$ cat src/hw/fbp_regs.svh
// Notes on behaviour
// - controller chip registers at ports 64..67
// - low address byte decoded, match gates strobes
// - transfers qualified by write/dbin/sout/sinp lines
// - wait states only on sector data port, or on a write to any controller port while the write buffer is full
// - ready held low until controller ready
// - control bit 7 enables wait states
// - port 63 control register, bits 0-3 select drives
// - bit 4 side select, bit 5 drive size
// - bit 6 drives density select
// - port 63 input returns control register
// - data-in buffer enabled only during board reads
// - controller bytes toward cpu are inverted, control readback is not
// - outbound buffer enabled except board reads
// - bytes from cpu to the controller are inverted, control register writes are not
// - optional interrupt on operation completion
// - early/late precompensation at double density
// - read data split into data and clock
// - all timing from one crystal clock
`ifndef FBP_REGS_SVH
`define FBP_REGS_SVH
`define FBP_PORT_CTRL      8'h63
`define FBP_PORT_FDC_BASE  8'h64
`define FBP_PORT_FDC_DATA  2'h3
`define FBP_CTRL_RESET     8'h00
`define FBP_BIT_SIDE       4
`define FBP_BIT_SIZE8      5
`define FBP_BIT_DDEN       6
`define FBP_BIT_WAIT       7
`define FBP_CLK_NS         8
`define FBP_STB_NS         200
`define FBP_STB_CYC        ((`FBP_STB_NS + `FBP_CLK_NS - 1) / `FBP_CLK_NS)
`define FBP_FDC_CLK_NS     500
`define FBP_FDC_HALF_CYC   ((`FBP_FDC_CLK_NS / 2) / `FBP_CLK_NS)
`define FBP_CELL_NS        4000
`define FBP_CELL_CYC       (`FBP_CELL_NS / `FBP_CLK_NS)
`endif

$ cat src/hw/fbp_pkg.sv
package fbp_pkg;
  // one queued write toward the controller chip
  typedef struct packed {
    logic [1:0] a;    // controller register select
    logic [7:0] d;    // byte as the cpu wrote it
    logic       wt;   // sector data write that must wait
  } fbp_wr_t;
  // control register fields
  typedef struct packed {
    logic       wait_en;
    logic       dden;
    logic       size8;
    logic       side;
    logic [3:0] sel;
  } fbp_ctrl_t;
  typedef enum logic [1:0] {R_IDLE, R_WAIT, R_STB, R_HOLD} fbp_rd_st_t;
  typedef enum logic [1:0] {D_IDLE, D_WAIT, D_STB} fbp_dr_st_t;
endpackage

$ cat src/hw/fbp_fifo.sv
`timescale 1ns/10ps
module fbp_fifo
  import fbp_pkg::*;
#(
  parameter int W     = 11,
  parameter int DEPTH = 2
) (
  // clock and reset
  input  wire logic         clk,
  input  wire logic         resetn,
  // fill side
  input  wire logic         in_valid,
  output logic              in_ready,
  input  wire logic [W-1:0] in_data,
  // drain side
  output logic              out_valid,
  input  wire logic         out_ready,
  output logic [W-1:0]      out_data
);
  localparam int AW = (DEPTH > 1) ? $clog2(DEPTH) : 1;
  logic [W-1:0] mem_q [DEPTH];   // entry storage
  logic [AW-1:0] wp_q;           // write pointer
  logic [AW-1:0] rp_q;           // read pointer
  logic [AW:0]   cnt_q;          // occupancy
  wire push = in_valid && in_ready;
  wire pop  = out_valid && out_ready;

  assign in_ready  = (cnt_q != (AW+1)'(DEPTH));
  assign out_valid = (cnt_q != '0);
  assign out_data  = mem_q[rp_q];

  // pointer wrap helper
  function automatic logic [AW-1:0] inc(input logic [AW-1:0] p);
    inc = (p == AW'(DEPTH - 1)) ? '0 : p + AW'(1);
  endfunction

  // storage needs no reset, only pointers and count do
  always_ff @(posedge clk) begin
    if (push) begin
      mem_q[wp_q] <= in_data;
    end
  end

  // pointers and count
  always_ff @(posedge clk) begin
    if (!resetn) begin
      wp_q  <= '0;
      rp_q  <= '0;
      cnt_q <= '0;
    end else begin
      if (push) wp_q <= inc(wp_q);
      if (pop) rp_q <= inc(rp_q);
      cnt_q <= cnt_q + (AW+1)'(push) - (AW+1)'(pop);
    end
  end
endmodule

$ cat src/hw/fbp_glue.sv
`timescale 1ns/10ps
`include "fbp_regs.svh"
module fbp_glue
  import fbp_pkg::*;
#(
  parameter int STB_CYC  = `FBP_STB_CYC,
  parameter int HALF_CYC = `FBP_FDC_HALF_CYC,
  parameter int CELL_CYC = `FBP_CELL_CYC
) (
  // clock and synchronous reset (power-on clear)
  input  wire logic       clk,
  input  wire logic       resetn,
  // cpu bus side
  input  wire logic [7:0] addr,
  input  wire logic [7:0] cpu_dout,
  input  wire logic       sout,
  input  wire logic       sinp,
  input  wire logic       pwr_n,
  input  wire logic       pdbin,
  output logic [7:0]      cpu_din_q,
  output logic            din_en_q,
  output logic            prdy_q,
  output logic            irq_q,
  input  wire logic       int_en,
  // controller chip side
  input  wire logic [7:0] fdc_d_i,
  output logic [7:0]      fdc_d_o_q,
  output logic            fdc_d_oe_n_q,
  output logic            fdc_cs_n_q,
  output logic            fdc_re_n_q,
  output logic            fdc_we_n_q,
  output logic [1:0]      fdc_a_q,
  input  wire logic       fdc_drq,
  input  wire logic       fdc_busy,
  input  wire logic       fdc_intrq,
  input  wire logic       fdc_early,
  input  wire logic       fdc_late,
  output logic            fdc_clk_q,
  output logic            fdc_dden_q,
  output logic            sep_data_q,
  output logic            sep_clk_q,
  output logic            pre_early_q,
  output logic            pre_late_q,
  // drive side
  output logic [3:0]      drv_sel_q,
  output logic            side_sel_q,
  output logic            size8_q,
  input  wire logic       rd_raw_n
);
  localparam logic [7:0] FDC_BASE = `FBP_PORT_FDC_BASE;
  localparam int SW = $clog2(STB_CYC + 1);
  localparam int HW = $clog2(HALF_CYC + 1);
  localparam int CW = $clog2(2 * CELL_CYC + 1);

  fbp_ctrl_t  ctrl_q, ctrl_d;   // drive control register
  fbp_rd_st_t rd_st_q, rd_st_d; // read sequencer
  fbp_dr_st_t dr_st_q, dr_st_d; // write drain sequencer
  logic [SW-1:0] stb_q;         // strobe width counter
  logic wr_done_q;              // current write cycle already taken
  logic wr_hold_q;              // waited write still in the buffer
  logic [HW-1:0] div_q;         // controller clock divider
  logic [CW-1:0] cell_q;        // separator cell timer
  logic raw_q;                  // previous read data level
  fbp_wr_t wr_in, wr_out;       // buffer words
  logic in_ready, out_valid, pop;

  wire hit_ctrl  = (addr == `FBP_PORT_CTRL);
  wire hit_fdc   = (addr[7:2] == FDC_BASE[7:2]);
  wire hit_board = hit_ctrl || hit_fdc;
  wire hit_data  = hit_fdc && (addr[1:0] == `FBP_PORT_FDC_DATA);
  wire wr_cyc    = sout && !pwr_n;
  wire rd_cyc    = sinp && pdbin;
  wire wr_new    = wr_cyc && hit_board && !wr_done_q;
  wire push      = wr_new && hit_fdc && in_ready;
  wire push_wt   = push && hit_data && ctrl_q.wait_en;
  // release on request or idle chip
  wire fdc_go    = fdc_drq || !fdc_busy;
  wire stb_end   = (stb_q == SW'(STB_CYC - 1));
  wire rd_start  = rd_cyc && hit_fdc && (rd_st_q == R_IDLE) && !out_valid
                   && (dr_st_q == D_IDLE);
  int  cell_n;                  // cycles per bit cell for the selected drive
  assign cell_n = cell_len(ctrl_q.size8, ctrl_q.dden);
  wire cell_half = (cell_q >= CW'(cell_n / 4)) && (cell_q < CW'(3 * cell_n / 4));
  wire raw_fall  = raw_q && !rd_raw_n;

  assign wr_in = '{a: addr[1:0], d: cpu_dout, wt: hit_data && ctrl_q.wait_en};
  assign pop   = (dr_st_q == D_STB) && stb_end;

  // cell length follows density and drive size
  // fields come in as arguments so the wire above follows every register change
  function automatic int cell_len(input logic size8, input logic dden);
    cell_len = size8 ? CELL_CYC : 2 * CELL_CYC;
    if (dden) cell_len = cell_len / 2;
  endfunction

  // two-entry buffer lets a controller stall without losing writes
  fbp_fifo #(.W($bits(fbp_wr_t)), .DEPTH(2)) u_wbuf (
    .clk      (clk),
    .resetn   (resetn),
    .in_valid (wr_new && hit_fdc),
    .in_ready (in_ready),
    .in_data  (wr_in),
    .out_valid(out_valid),
    .out_ready(pop),
    .out_data (wr_out)
  );

  // control register next value
  always_comb begin
    ctrl_d = ctrl_q;
    if (wr_new && hit_ctrl) begin
      ctrl_d = fbp_ctrl_t'(cpu_dout);
    end
  end

  // read sequencer; waits for the write buffer so order is kept
  always_comb begin
    rd_st_d = rd_st_q;
    case (rd_st_q)
      R_IDLE: begin
        if (rd_cyc && hit_ctrl) begin
          rd_st_d = R_HOLD;
        end else if (rd_start) begin
          rd_st_d = (hit_data && ctrl_q.wait_en) ? R_WAIT : R_STB;
        end
      end
      R_WAIT:  if (fdc_go) rd_st_d = R_STB;
      R_STB:   if (stb_end) rd_st_d = R_HOLD;
      R_HOLD:  if (!rd_cyc) rd_st_d = R_IDLE;
      default: rd_st_d = R_IDLE;
    endcase
  end

  // drain sequencer, kept off while a read owns the internal bus
  always_comb begin
    dr_st_d = dr_st_q;
    case (dr_st_q)
      D_IDLE: begin
        if (out_valid && rd_st_q == R_IDLE && !rd_cyc) begin
          dr_st_d = wr_out.wt ? D_WAIT : D_STB;
        end
      end
      D_WAIT:  if (fdc_go) dr_st_d = D_STB;
      D_STB:   if (stb_end) dr_st_d = D_IDLE;
      default: dr_st_d = D_IDLE;
    endcase
  end

  always_ff @(posedge clk) begin
    if (!resetn) ctrl_q <= fbp_ctrl_t'(`FBP_CTRL_RESET);
    else ctrl_q <= ctrl_d;
  end

  // sequencer states and strobe counter
  always_ff @(posedge clk) begin
    if (!resetn) begin
      rd_st_q <= R_IDLE;
      dr_st_q <= D_IDLE;
      stb_q   <= '0;
    end else begin
      rd_st_q <= rd_st_d;
      dr_st_q <= dr_st_d;
      stb_q   <= (rd_st_q == R_STB || dr_st_q == D_STB) && !stb_end ? stb_q + SW'(1) : '0;
    end
  end

  // write cycle bookkeeping; hold is set only, cleared when its word leaves
  always_ff @(posedge clk) begin
    if (!resetn) begin
      wr_done_q <= 1'b0;
      wr_hold_q <= 1'b0;
    end else begin
      wr_done_q <= wr_cyc && (wr_done_q || (wr_new && (hit_ctrl || in_ready)));
      if (push_wt) wr_hold_q <= 1'b1;
      else if (pop && wr_out.wt) wr_hold_q <= 1'b0;
    end
  end

  // ready: low while a write waits for room, a waited write drains,
  // or a waited sector read has no byte yet; other reads never wait
  always_ff @(posedge clk) begin
    if (!resetn) prdy_q <= 1'b1;
    else prdy_q <= !((wr_new && hit_fdc && !in_ready) || push_wt || wr_hold_q
                     || (rd_cyc && hit_data && ctrl_q.wait_en && rd_st_q != R_HOLD));
  end

  // cpu data-in path
  always_ff @(posedge clk) begin
    if (!resetn) begin
      cpu_din_q <= '0;
      din_en_q  <= 1'b0;
    end else begin
      if (rd_st_q == R_IDLE && rd_cyc && hit_ctrl) cpu_din_q <= ctrl_q;
      else if (rd_st_q == R_STB && stb_end) cpu_din_q <= ~fdc_d_i;
      din_en_q <= (rd_st_d == R_HOLD) && rd_cyc;
    end
  end

  // controller strobes and internal bus
  always_ff @(posedge clk) begin
    if (!resetn) begin
      fdc_cs_n_q   <= 1'b1;
      fdc_re_n_q   <= 1'b1;
      fdc_we_n_q   <= 1'b1;
      fdc_a_q      <= '0;
      fdc_d_o_q    <= 8'hff;
      fdc_d_oe_n_q <= 1'b0;
    end else begin
      fdc_re_n_q <= !(rd_st_d == R_STB);
      fdc_we_n_q <= !(dr_st_d == D_STB);
      fdc_cs_n_q <= !(rd_st_d == R_STB || dr_st_d == D_STB);
      fdc_a_q    <= (rd_st_d == R_STB) ? addr[1:0] : wr_out.a;
      fdc_d_o_q  <= ~wr_out.d;
      fdc_d_oe_n_q <= rd_cyc && hit_board;
    end
  end

  // drive outputs and option outputs
  always_ff @(posedge clk) begin
    if (!resetn) begin
      drv_sel_q   <= '0;
      side_sel_q  <= 1'b0;
      size8_q     <= 1'b0;
      fdc_dden_q  <= 1'b0;
      irq_q       <= 1'b0;
      pre_early_q <= 1'b0;
      pre_late_q  <= 1'b0;
    end else begin
      drv_sel_q   <= ctrl_q.sel;
      side_sel_q  <= ctrl_q.side;
      size8_q     <= ctrl_q.size8;
      fdc_dden_q  <= ctrl_q.dden;
      irq_q       <= int_en && fdc_intrq;
      pre_early_q <= ctrl_q.dden && fdc_early;
      pre_late_q  <= ctrl_q.dden && fdc_late;
    end
  end

  always_ff @(posedge clk) begin
    if (!resetn) begin
      div_q     <= '0;
      fdc_clk_q <= 1'b0;
    end else if (div_q == HW'(HALF_CYC - 1)) begin
      div_q     <= '0;
      fdc_clk_q <= !fdc_clk_q;
    end else begin
      div_q <= div_q + HW'(1);
    end
  end

  // mid-cell pulses are data, others realign the clock
  always_ff @(posedge clk) begin
    if (!resetn) begin
      raw_q      <= 1'b1;
      cell_q     <= '0;
      sep_data_q <= 1'b0;
      sep_clk_q  <= 1'b0;
    end else begin
      raw_q      <= rd_raw_n;
      sep_data_q <= raw_fall && cell_half;
      sep_clk_q  <= raw_fall && !cell_half;
      if (raw_fall && !cell_half) cell_q <= '0;
      else if (cell_q >= CW'(cell_n - 1)) cell_q <= '0;
      else cell_q <= cell_q + CW'(1);
    end
  end

  AST_STROBE_DECODE: assert property (@(posedge clk) disable iff (!resetn)
    !fdc_re_n_q |-> !fdc_cs_n_q && fdc_we_n_q) else $error("read strobe without select");
  AST_WAIT_ONLY_DATA: assert property (@(posedge clk) disable iff (!resetn)
    rd_st_q == R_WAIT |-> hit_data && ctrl_q.wait_en) else $error("wait on wrong port");
  AST_RELEASE: assert property (@(posedge clk) disable iff (!resetn)
    rd_st_q == R_WAIT && fdc_go |=> rd_st_q == R_STB ##STB_CYC din_en_q || !rd_cyc)
    else $error("wait not released");
  AST_DIN_INVERT: assert property (@(posedge clk) disable iff (!resetn)
    $past(rd_st_q) == R_STB && rd_st_q == R_HOLD |-> cpu_din_q == ~$past(fdc_d_i))
    else $error("data-in not inverted");
  AST_DIN_ONLY_READ: assert property (@(posedge clk) disable iff (!resetn)
    din_en_q |-> $past(rd_cyc)) else $error("data-in enabled outside read");
  AST_OUT_OE: assert property (@(posedge clk) disable iff (!resetn)
    fdc_d_oe_n_q == $past(rd_cyc && hit_board)) else $error("outbound enable wrong");
  AST_WR_INVERT: assert property (@(posedge clk) disable iff (!resetn)
    !fdc_we_n_q |-> fdc_d_o_q == ~$past(wr_out.d)) else $error("write byte not inverted");
  AST_CTRL_READ: assert property (@(posedge clk) disable iff (!resetn)
    rd_st_q == R_IDLE && rd_cyc && hit_ctrl |=> cpu_din_q == $past(ctrl_q))
    else $error("control readback wrong");
  AST_DRV_SEL: assert property (@(posedge clk) disable iff (!resetn)
    wr_new && hit_ctrl |-> ##2 drv_sel_q == $past(cpu_dout[3:0], 2))
    else $error("drive select not updated");
  AST_RESET_CTRL: assert property (@(posedge clk)
    !resetn |=> ctrl_q == fbp_ctrl_t'(`FBP_CTRL_RESET)) else $error("control not cleared");
  AST_WAIT_ENABLE: assert property (@(posedge clk) disable iff (!resetn)
    push && !ctrl_q.wait_en |=> !wr_hold_q || $past(wr_hold_q)) else $error("wait without enable");
endmodule

$ cat config.mk
export PLATFORM = sky130hd
export DESIGN_NAME = fbp_glue
export DESIGN_NICKNAME = d
export VERILOG_FILES = /design/src/hw/fbp_pkg.sv /design/src/hw/fbp_fifo.sv /design/src/hw/fbp_glue.sv
export VERILOG_INCLUDE_DIRS = /design/src /design/src/hw
export SDC_FILE = /design/constraint.sdc
export NUM_CORES = 1
export LEC_CHECK = 0
export ABC_AREA = 1
export ABC_CLOCK_PERIOD_IN_PS = 3900
export BUFFER_PORTS_ARGS = -buffer_cell sky130_fd_sc_hd__buf_4
export CORE_UTILIZATION = 35
export DETAILED_ROUTE_END_ITERATION = 16
export GPL_TIMING_DRIVEN = 0
export PLACE_DENSITY = 0.57
export SLEW_MARGIN = 20
export SYNTH_ARGS = -nofsm -noshare
export SYNTH_HDL_FRONTEND = slang
export SYNTH_SLANG_ARGS = --single-unit
export TNS_END_PERCENT = 50
$ cat constraint.sdc
create_clock -name clk -period 3.9 [get_ports clk]
set_clock_uncertainty 0.2 [all_clocks]
set_input_delay 0 -clock clk [delete_from_list [all_inputs] [get_ports clk]]
set_output_delay 0 -clock clk [all_outputs]
set_load 0.01 [all_outputs]
==> results of run 1 <==
==> stage by stage <==
step / worst slack [ns] / hold WS (ns) / cell area [sq um] / power [mW]
floorplan: 1.747 / -0.1011 / 4506 / 1.350
global placement: 1.356 / 0.004229 / 5261 / 1.462
detailed placement: 1.281 / 0.003749 / 5261 / 1.465
CTS: 1.190 / 0.008464 / 5976 / 2.421
global route: 0.9985 / 0.07699 / 5978 / 2.494
finish: 1.147 / 0.01060 / 5978 / 2.395
==> path summary, 6_finish.rpt <==
path | startpoint | endpoint | slack [ns] | cells past startpoint
min | addr[6] | fdc_d_oe_n_q | 0.01 | 9
max reg2reg | ctrl_q[5] | cell_q[4] | 1.33 | 13
min reg2reg | u_wbuf.mem_q[1][7] | fdc_d_o_q[6] | 0.22 | 1
max | addr[4] | ctrl_q[0] | 1.15 | 15
==> cell families after synthesis <==
family	after synthesis	synth area share
AO/OA/AOI/OAI	59	0.08137
XOR/XNOR	14	0.02722
adder cells (fa/ha/maj)	30	0.08331
buffers and inverters	80	0.07053
flip-flops	99	0.4888
other	1	0.0008323
AND/OR/NAND/NOR	244	0.2480
==> cells in the mapped netlist (all sizes together) <==
master and instances:
a211oi 3, a21oi 23, a32oi 1, buf 6, clkbuf 5, clkinv 1, conb 1, dfxtp 77
edfxtp 22, ha 30, inv 68, nand2 107, nand3 23, nand4 4, nor2 98, nor2b 1
nor3 9, o211ai 2, o21a 1, o21ai 19, o22ai 1, o311ai 8, o31ai 1, or2 2
xnor2 7, xor2 7
==> cell usage in the layout (no fill, tap or decap), drive strengths merged <==
| cell | count |
|---|---|
| o311ai | 8 |
| xnor2 | 7 |
| a211oi | 3 |
| dlygate4sd3 | 40 |
| o31ai | 1 |
| xor2 | 7 |
| nand2 | 107 |
| nor2b | 1 |
| clkinv | 1 |
| nor2 | 98 |
| clkbuf | 17 |
| a21oi | 23 |
| or2 | 2 |
| o21a | 1 |
| o21ai | 19 |
| nand4 | 4 |
| conb | 1 |
| inv | 71 |
| nand3 | 23 |
| edfxtp | 22 |
| a32oi | 1 |
| o22ai | 1 |
| nor3 | 9 |
| dfxtp | 77 |
| o211ai | 2 |
| clkinvlp | 1 |
| ha | 30 |
| buf | 78 |
==> power groups by stage <==
stage / Combinational (mW) / Sequential (mW) / Clock [mW]
2_1_floorplan: 0.221 / 1.13 / 0
3_3_place_gp: 0.340 / 1.12 / 0
3_5_place_dp: 0.342 / 1.12 / 0
4_1_cts: 0.373 / 1.10 / 0.949
5_1_grt: 0.408 / 1.10 / 0.983
6_report: 0.371 / 1.10 / 0.925
==> routing by layer <==
| layer | wire length, um | up-vias |
|---|---|---|
| met5 | 0 | - |
| met4 | 150 | 0 |
| met3 | 335 | 11 |
| met2 | 5212 | 66 |
| met1 | 4853 | 1709 |
| li1 | - | 1943 |
==> worst reg2reg max path, stage by stage (launching register included) <==
cell	delay [ns]
dfxtp_1	0.46
inv_1	0.10
ha_1	0.42
inv_1	0.10
ha_1	0.28
nand2_1	0.06
nor2_1	0.15
nand4_1	0.09
nor2_1	0.10
nor2_1	0.05
nand2_1	0.08
nand2_1	0.10
nand3_2	0.19
nor2_1	0.07
==> registers in the layout, indices dropped and copies added (netlist names), 2 cells and up, named ones only <==
signal and count:
fdc_d_o_q 8, rd_st_q 2, cpu_din_q 8, ctrl_q 8
fdc_a_q 2, u_wbuf.cnt_q 2, u_wbuf.mem_q 22, drv_sel_q 4
stb_q 5, cell_q 10, dr_st_q 2, div_q 5
==> final cells by class <==
cell class,instances,area [sq um]
clock buffer,12,277.8
buffer,11,57.56
sequential,99,2202
tap,172,215.2
fill,1221,6590
clock inverter,4,36.28
timing repair buffer,112,940.9
multi-input combinational,348,1988
inverter,69,260.3
==> repair_timing <==
action	CTS	global route
hold buffers	40	0
setup buffers	0	0
endpoints found under the setup margin	0	0
endpoints found under the hold margin	79	0
==> qor.csv, run 1 <==
stage,metric,value,unit
synthesis,yosysSeqAreaShare,0.4888,
drt,wirelength,10.55,mm
synthesis,syn_area_per_cell,8.549,sq um
placed_design,dpl.cell_count,771,
drt,drt_iter0_markers,186,
power_and_ir_drop,swShare,0.2718,
setup_path,crit_buf_inv,7,
clock_tree,clock-sinks,99,
grt,grt_usage,0.1702,
timing,totalNegativeSetupSlack,0,ns
final_layout,area_delta_synth_final,32.69,%
final_layout,num-nets-final,717,
job,maxCapViolCount,0,
die,core-area,0.01257,sq mm
final_layout,diodes,0,
clock_tree,clock_path_buffers,2,
setup_path,slowest_stage,dlygate4sd3_1,
synthesis,ys_warn_count,0,
synthesis,synth.top_cell.area_share,0.3421,
placed_design,io_buffers,72,
grt,grt_use_met1,0.2113,
setup_path,crit_family,buffers and inverters,
timing,hold_violations,0,
die,ioPinCount,74,
setup_path,crit_top_cell,nand2_1,
synthesis,postSynthCellCount,527,
grt,grt_start_max_net_pins,18,
grt,grt_remaining_overflow,0,
clock_tree,htreeDepth,3,
setup_path,cp_cell_sequence,"dlygate4sd3_1, buf_4, inv_1, nand2_1, dlygate4sd3_1, nor2_1, nand2_1, dlygate4sd3_1, nand2_2, nand2_1, inv_2, nand3_4, clkinv_2, nand2_1, a21oi_1",
power_and_ir_drop,ir_drop,0.1887,mV
timing,finalCritPeriodShare,0.7060,
timing,tightest_slew,0.9446,ns
power_and_ir_drop,combPwrFrac,0.155,
power_and_ir_drop,powerDensity,400.7,mW/mm^2
setup_path,critPathArrivalTime,2.83,ns
setup_path,crit_required,3.98,ns
power_and_ir_drop,power.internal,1.744,mW
clock_tree,cts_tree,yes,
final_layout,fin_cells,827,
die,die-area,0.01333,sq mm
timing,setup_viol,0,
setup_path,crit_path_max_fanout,9,
setup_path,cp_slowest_stage_delay,0.60,ns
drt,ant_nets,0,
grt,grt.busiest_layer,met2,
synthesis,synth-seq-cells,99,
power_and_ir_drop,p_clk_frac,0.386,
placed_design,gp_congestion,0.8275,
power_and_ir_drop,p_seq_frac,0.459,
clock_tree,worst_skew_pair.late_latency,0.36,ns
timing,rsz0062_at_grt,false,
clock_tree,cts_root_buf,clkbuf_16,
clock_tree,clkTransAtPathRegs,0.07,ns
timing,max_slew_margin,0.3680,
clock_tree,cts_resized,0,
setup_path,worstSetupPathType,in2reg,
setup_path,critPathLaunchType,input port,
grt,antenna_found_initial,0,
die,rows,41,
synthesis,yosys-top-cells-area,"dfxtp_1 34%, edfxtp_1 15%, ha_1 8.3%",
drt,dr_total_vias,3729,
die,dieWidth,115.5,um
placed_design,hpwl,7.650,mm
drt,firstDrtPassIters,5,
grt,grt_pass1_wl,16.89,mm
die,start_util,0.3585,
final_layout,fin_util,0.4757,
synthesis,synth_cell_type_count,38,
synthesis,yosysTopAreaCell,dfxtp_1,
drt,wl_per_cell,12.76,um
grt,grtUsageMet2,0.2918,
synthesis,syn-cell-area,0.004506,sq mm
power_and_ir_drop,leakage,2.723,nW
timing,finalCriticalPeriod,2.753,ns
die,die_h,115.5,um
power_and_ir_drop,switchingPower,0.6511,mW
synthesis,synth.net_count,594,
drt,drcViolationCount,0,
status,status,completed,
clock_tree,cts_buffers,9,
drt,viasPerCell,4.509,
grt,grt_pass1_vias,3440,
final_layout,layout-drive-gt1-share,0.2000,
setup_path,crit_path_end_kind,flop,
worst_hold_path,hp-class,in2reg,
timing,slew_viol_final,0,
timing,max_clock_freq,363.2,MHz
grt,gr-usage-met3,0.03295,
Power figures use the tool's default switching activity.
==> run 2, diff against run 1 <==
--- a/config.mk
+++ b/config.mk
@@ -7,7 +7,7 @@
 export NUM_CORES = 1
 export LEC_CHECK = 0
 export ABC_AREA = 1
-export ABC_CLOCK_PERIOD_IN_PS = 3900
+export ABC_CLOCK_PERIOD_IN_PS = 2850
 export BUFFER_PORTS_ARGS = -buffer_cell sky130_fd_sc_hd__buf_4
 export CORE_UTILIZATION = 35
 export DETAILED_ROUTE_END_ITERATION = 16
==> constraint.sdc (replaced) <==
create_clock -name clk -period 2.85 [get_ports clk]
set_clock_uncertainty 0.2 [all_clocks]
set_input_delay 0 -clock clk [delete_from_list [all_inputs] [get_ports clk]]
set_output_delay 0 -clock clk [all_outputs]
set_load 0.01 [all_outputs]
==> run 2 against run 1 <==
- worst hold slack gained 0.019 ns
- critical path depth is the same
- non-clock buffer count is the same
- worst setup slack lost 1.0 ns
- register-to-register slack lost 1.1 ns
- die area is the same
- largest cell class unchanged
- largest power group unchanged
- highest routed layer unchanged
==> qor.csv, run 2 (same netlist as run 1, synthesis figures left out) <==
stage,metric,value,unit,change
drt,drcViolationCount,0,,unchanged
die,rows,41,,unchanged
final_layout,fin_cells,827,,unchanged
grt,grt.busiest_layer,met2,,
clock_tree,clock-sinks,99,,unchanged
grt,grt_start_max_net_pins,18,,unchanged
clock_tree,worst_skew_pair.late_latency,0.35,ns,about the same
power_and_ir_drop,powerDensity,547.6,mW/mm^2,+37%
clock_tree,clkTransAtPathRegs,0.07,ns,about the same
final_layout,num-nets-final,717,,unchanged
timing,totalNegativeSetupSlack,0,ns,unchanged
die,start_util,0.3585,,unchanged
final_layout,multi_input_area,0.001991,sq mm,+0.13%
clock_tree,cts_buffers,9,,unchanged
setup_path,critPathArrivalTime,2.83,ns,about the same
setup_path,crit_required,2.93,ns,-1.05 ns
power_and_ir_drop,p_seq_frac,0.459,,about the same
die,dieWidth,115.5,um,unchanged
die,core-area,0.01257,sq mm,unchanged
final_layout,top_regs,"u_wbuf.mem_q: 22 flops, cell_q: 10 flops",,
power_and_ir_drop,p_clk_frac,0.386,,about the same
final_layout,mostFrequentLayoutCells,"99 x nand2_1, 86 x nor2_1, 77 x dfxtp_1",,
final_layout,diodes,0,,unchanged
clock_tree,cts_root_buf,clkbuf_16,,
final_layout,layout-drive-gt1-share,0.2015,,+0.001527
die,die-area,0.01333,sq mm,unchanged
timing,setup_viol,0,,unchanged
timing,max_slew_margin,0.3705,,+0.002582
grt,grt_pass1_wl,16.89,mm,unchanged
drt,drt_iter0_markers,165,,-11%
final_layout,register_area,0.002202,sq mm,unchanged
timing,finalCriticalPeriod,2.750,ns,
grt,grt_remaining_overflow,0,,unchanged
final_layout,top_register,u_wbuf.mem_q,,
final_layout,final_common_cell,nand2_1,,
setup_path,critPathLaunchType,input port,,
clock_tree,post-cts-setup-buffers,0,,unchanged
timing,hold_ws,0.02976,ns,+0.01916 ns
drt,ant_nets,0,,unchanged
placed_design,gp_congestion,0.8275,,unchanged
power_and_ir_drop,combPwrFrac,0.155,,about the same
final_layout,area_delta_synth_final,32.77,%,about the same
status,status,completed,,
placed_design,dpl.cell_count,771,,unchanged
power_and_ir_drop,power.total,3.276,mW,+37%
worst_hold_path,hp-class,in2reg,,
drt,firstDrtPassIters,4,,-1
drt,dr_total_vias,3714,,-0.40%
grt,grtUsageMet2,0.2918,,unchanged
timing,slew_viol_final,0,,unchanged
clock_tree,cts_tree,yes,,
setup_path,worstSetupPathType,in2reg,,
clock_tree,htreeDepth,3,,unchanged
grt,grt_pass1_vias,3440,,unchanged
setup_path,crit_path_max_fanout,9,,unchanged
timing,tightest_slew,0.9407,ns,-0.003860 ns
setup_path,crit_path_end_kind,flop,,
timing,hold_violations,0,,unchanged
power_and_ir_drop,ir_drop,0.2578,mV,+37%
final_layout,largest_register_ffs,22,,unchanged
grt,grt_usage,0.1702,,unchanged
power_and_ir_drop,swShare,0.2713,,-0.0004838
power_and_ir_drop,leakage,2.723,nW,about the same
drt,viasPerCell,4.491,,-0.40%
grt,antenna_found_initial,0,,unchanged
final_layout,fillers,1222,,+0.082%
timing,max_clock_freq,363.7,MHz,
timing,finalCritPeriodShare,0.9648,,
placed_design,io_buffers,72,,unchanged
drt,wl_per_cell,12.79,um,+0.24%
grt,gr-usage-met3,0.03295,,unchanged
power_and_ir_drop,power.internal,2.387,mW,+37%
job,maxCapViolCount,0,,unchanged
placed_design,hpwl,7.650,mm,unchanged
clock_tree,clock_path_buffers,2,,unchanged
die,ioPinCount,74,,unchanged
die,die_h,115.5,um,unchanged
drt,wirelength,10.58,mm,+0.24%
grt,grt_use_met1,0.2113,,unchanged
power_and_ir_drop,switchingPower,0.8888,mW,+37%
==> run 2: cell types whose count changed in the layout (fill, tap and decap cells not counted) <==
cell      previous run  this run
nor2_2               7         8
inv_4                0         1
clkinv_2             1         0
nor2_1              87        86
==> run 2: metrics by stage <==
stage	cell area, sq um	setup WS (ns)	utilization
after CTS	5976	0.1402	0.4755
after detailed placement	5261	0.2308	0.4186
after global routing	5982	-0.02204	0.4760
after floorplan	4506	0.6970	-
after global placement	5261	0.3059	0.4186
final	5982	0.1002	0.4760
==> run 2: power by group through the flow <==
stage          combinational [mW]  sequential (mW)  clock [mW]
5_1_grt                     0.559             1.51        1.35
3_3_place_gp                0.465             1.54           0
6_report                    0.507             1.50        1.26
2_1_floorplan               0.303             1.55           0
4_1_cts                     0.510             1.50        1.30
3_5_place_dp                0.468             1.54           0
==> run 2: final cells by class <==
class | count | area share
clock buffers | 12 | 0.04643
repair buffers | 112 | 0.1573
plain buffers | 11 | 0.009621
inverters | 69 | 0.04371
multi-input cells | 348 | 0.3328
well taps | 172 | 0.03598
flip-flops and latches | 99 | 0.3681
clock inverters | 4 | 0.006066
==> run 2: routing by layer <==
layer	share of wire	routed length (um)	vias up
li1	-	-	1938
met1	0.46	4846	1707
met2	0.50	5250	58
met3	0.031	329	11
met4	0.014	150	0
met5	0	0	-
==> run 2: timing repair <==
item,in CTS,in global routing
hold endpoints to repair,79,0
setup endpoints to repair,0,8
resized for setup,0,2
hold buffers,40,0
==> run 2: worst paths after layout <==
path / from / endpoint / slack (ns) / cells past startpoint
hold / removal: sinp / fdc_re_n_q / 0.03 / 7
setup / recovery: addr[4] / ctrl_q[0] / 0.10 / 15
hold reg to reg: u_wbuf.mem_q[1][1] / fdc_d_o_q[0] / 0.22 / 1
setup reg to reg: ctrl_q[5] / cell_q[4] / 0.28 / 13
==> run 2: worst max-delay path, stage by stage <==
cell and delay, ns:
dlygate4sd3_1 0.53, buf_4 0.14, inv_1 0.04, nand2_1 0.04, dlygate4sd3_1 0.57, nor2_2 0.12, nand2_1 0.11, dlygate4sd3_1 0.59
nand2_2 0.08, nand2_1 0.06, inv_2 0.07, nand3_4 0.14, inv_4 0.14, nand2_1 0.07, a21oi_1 0.12
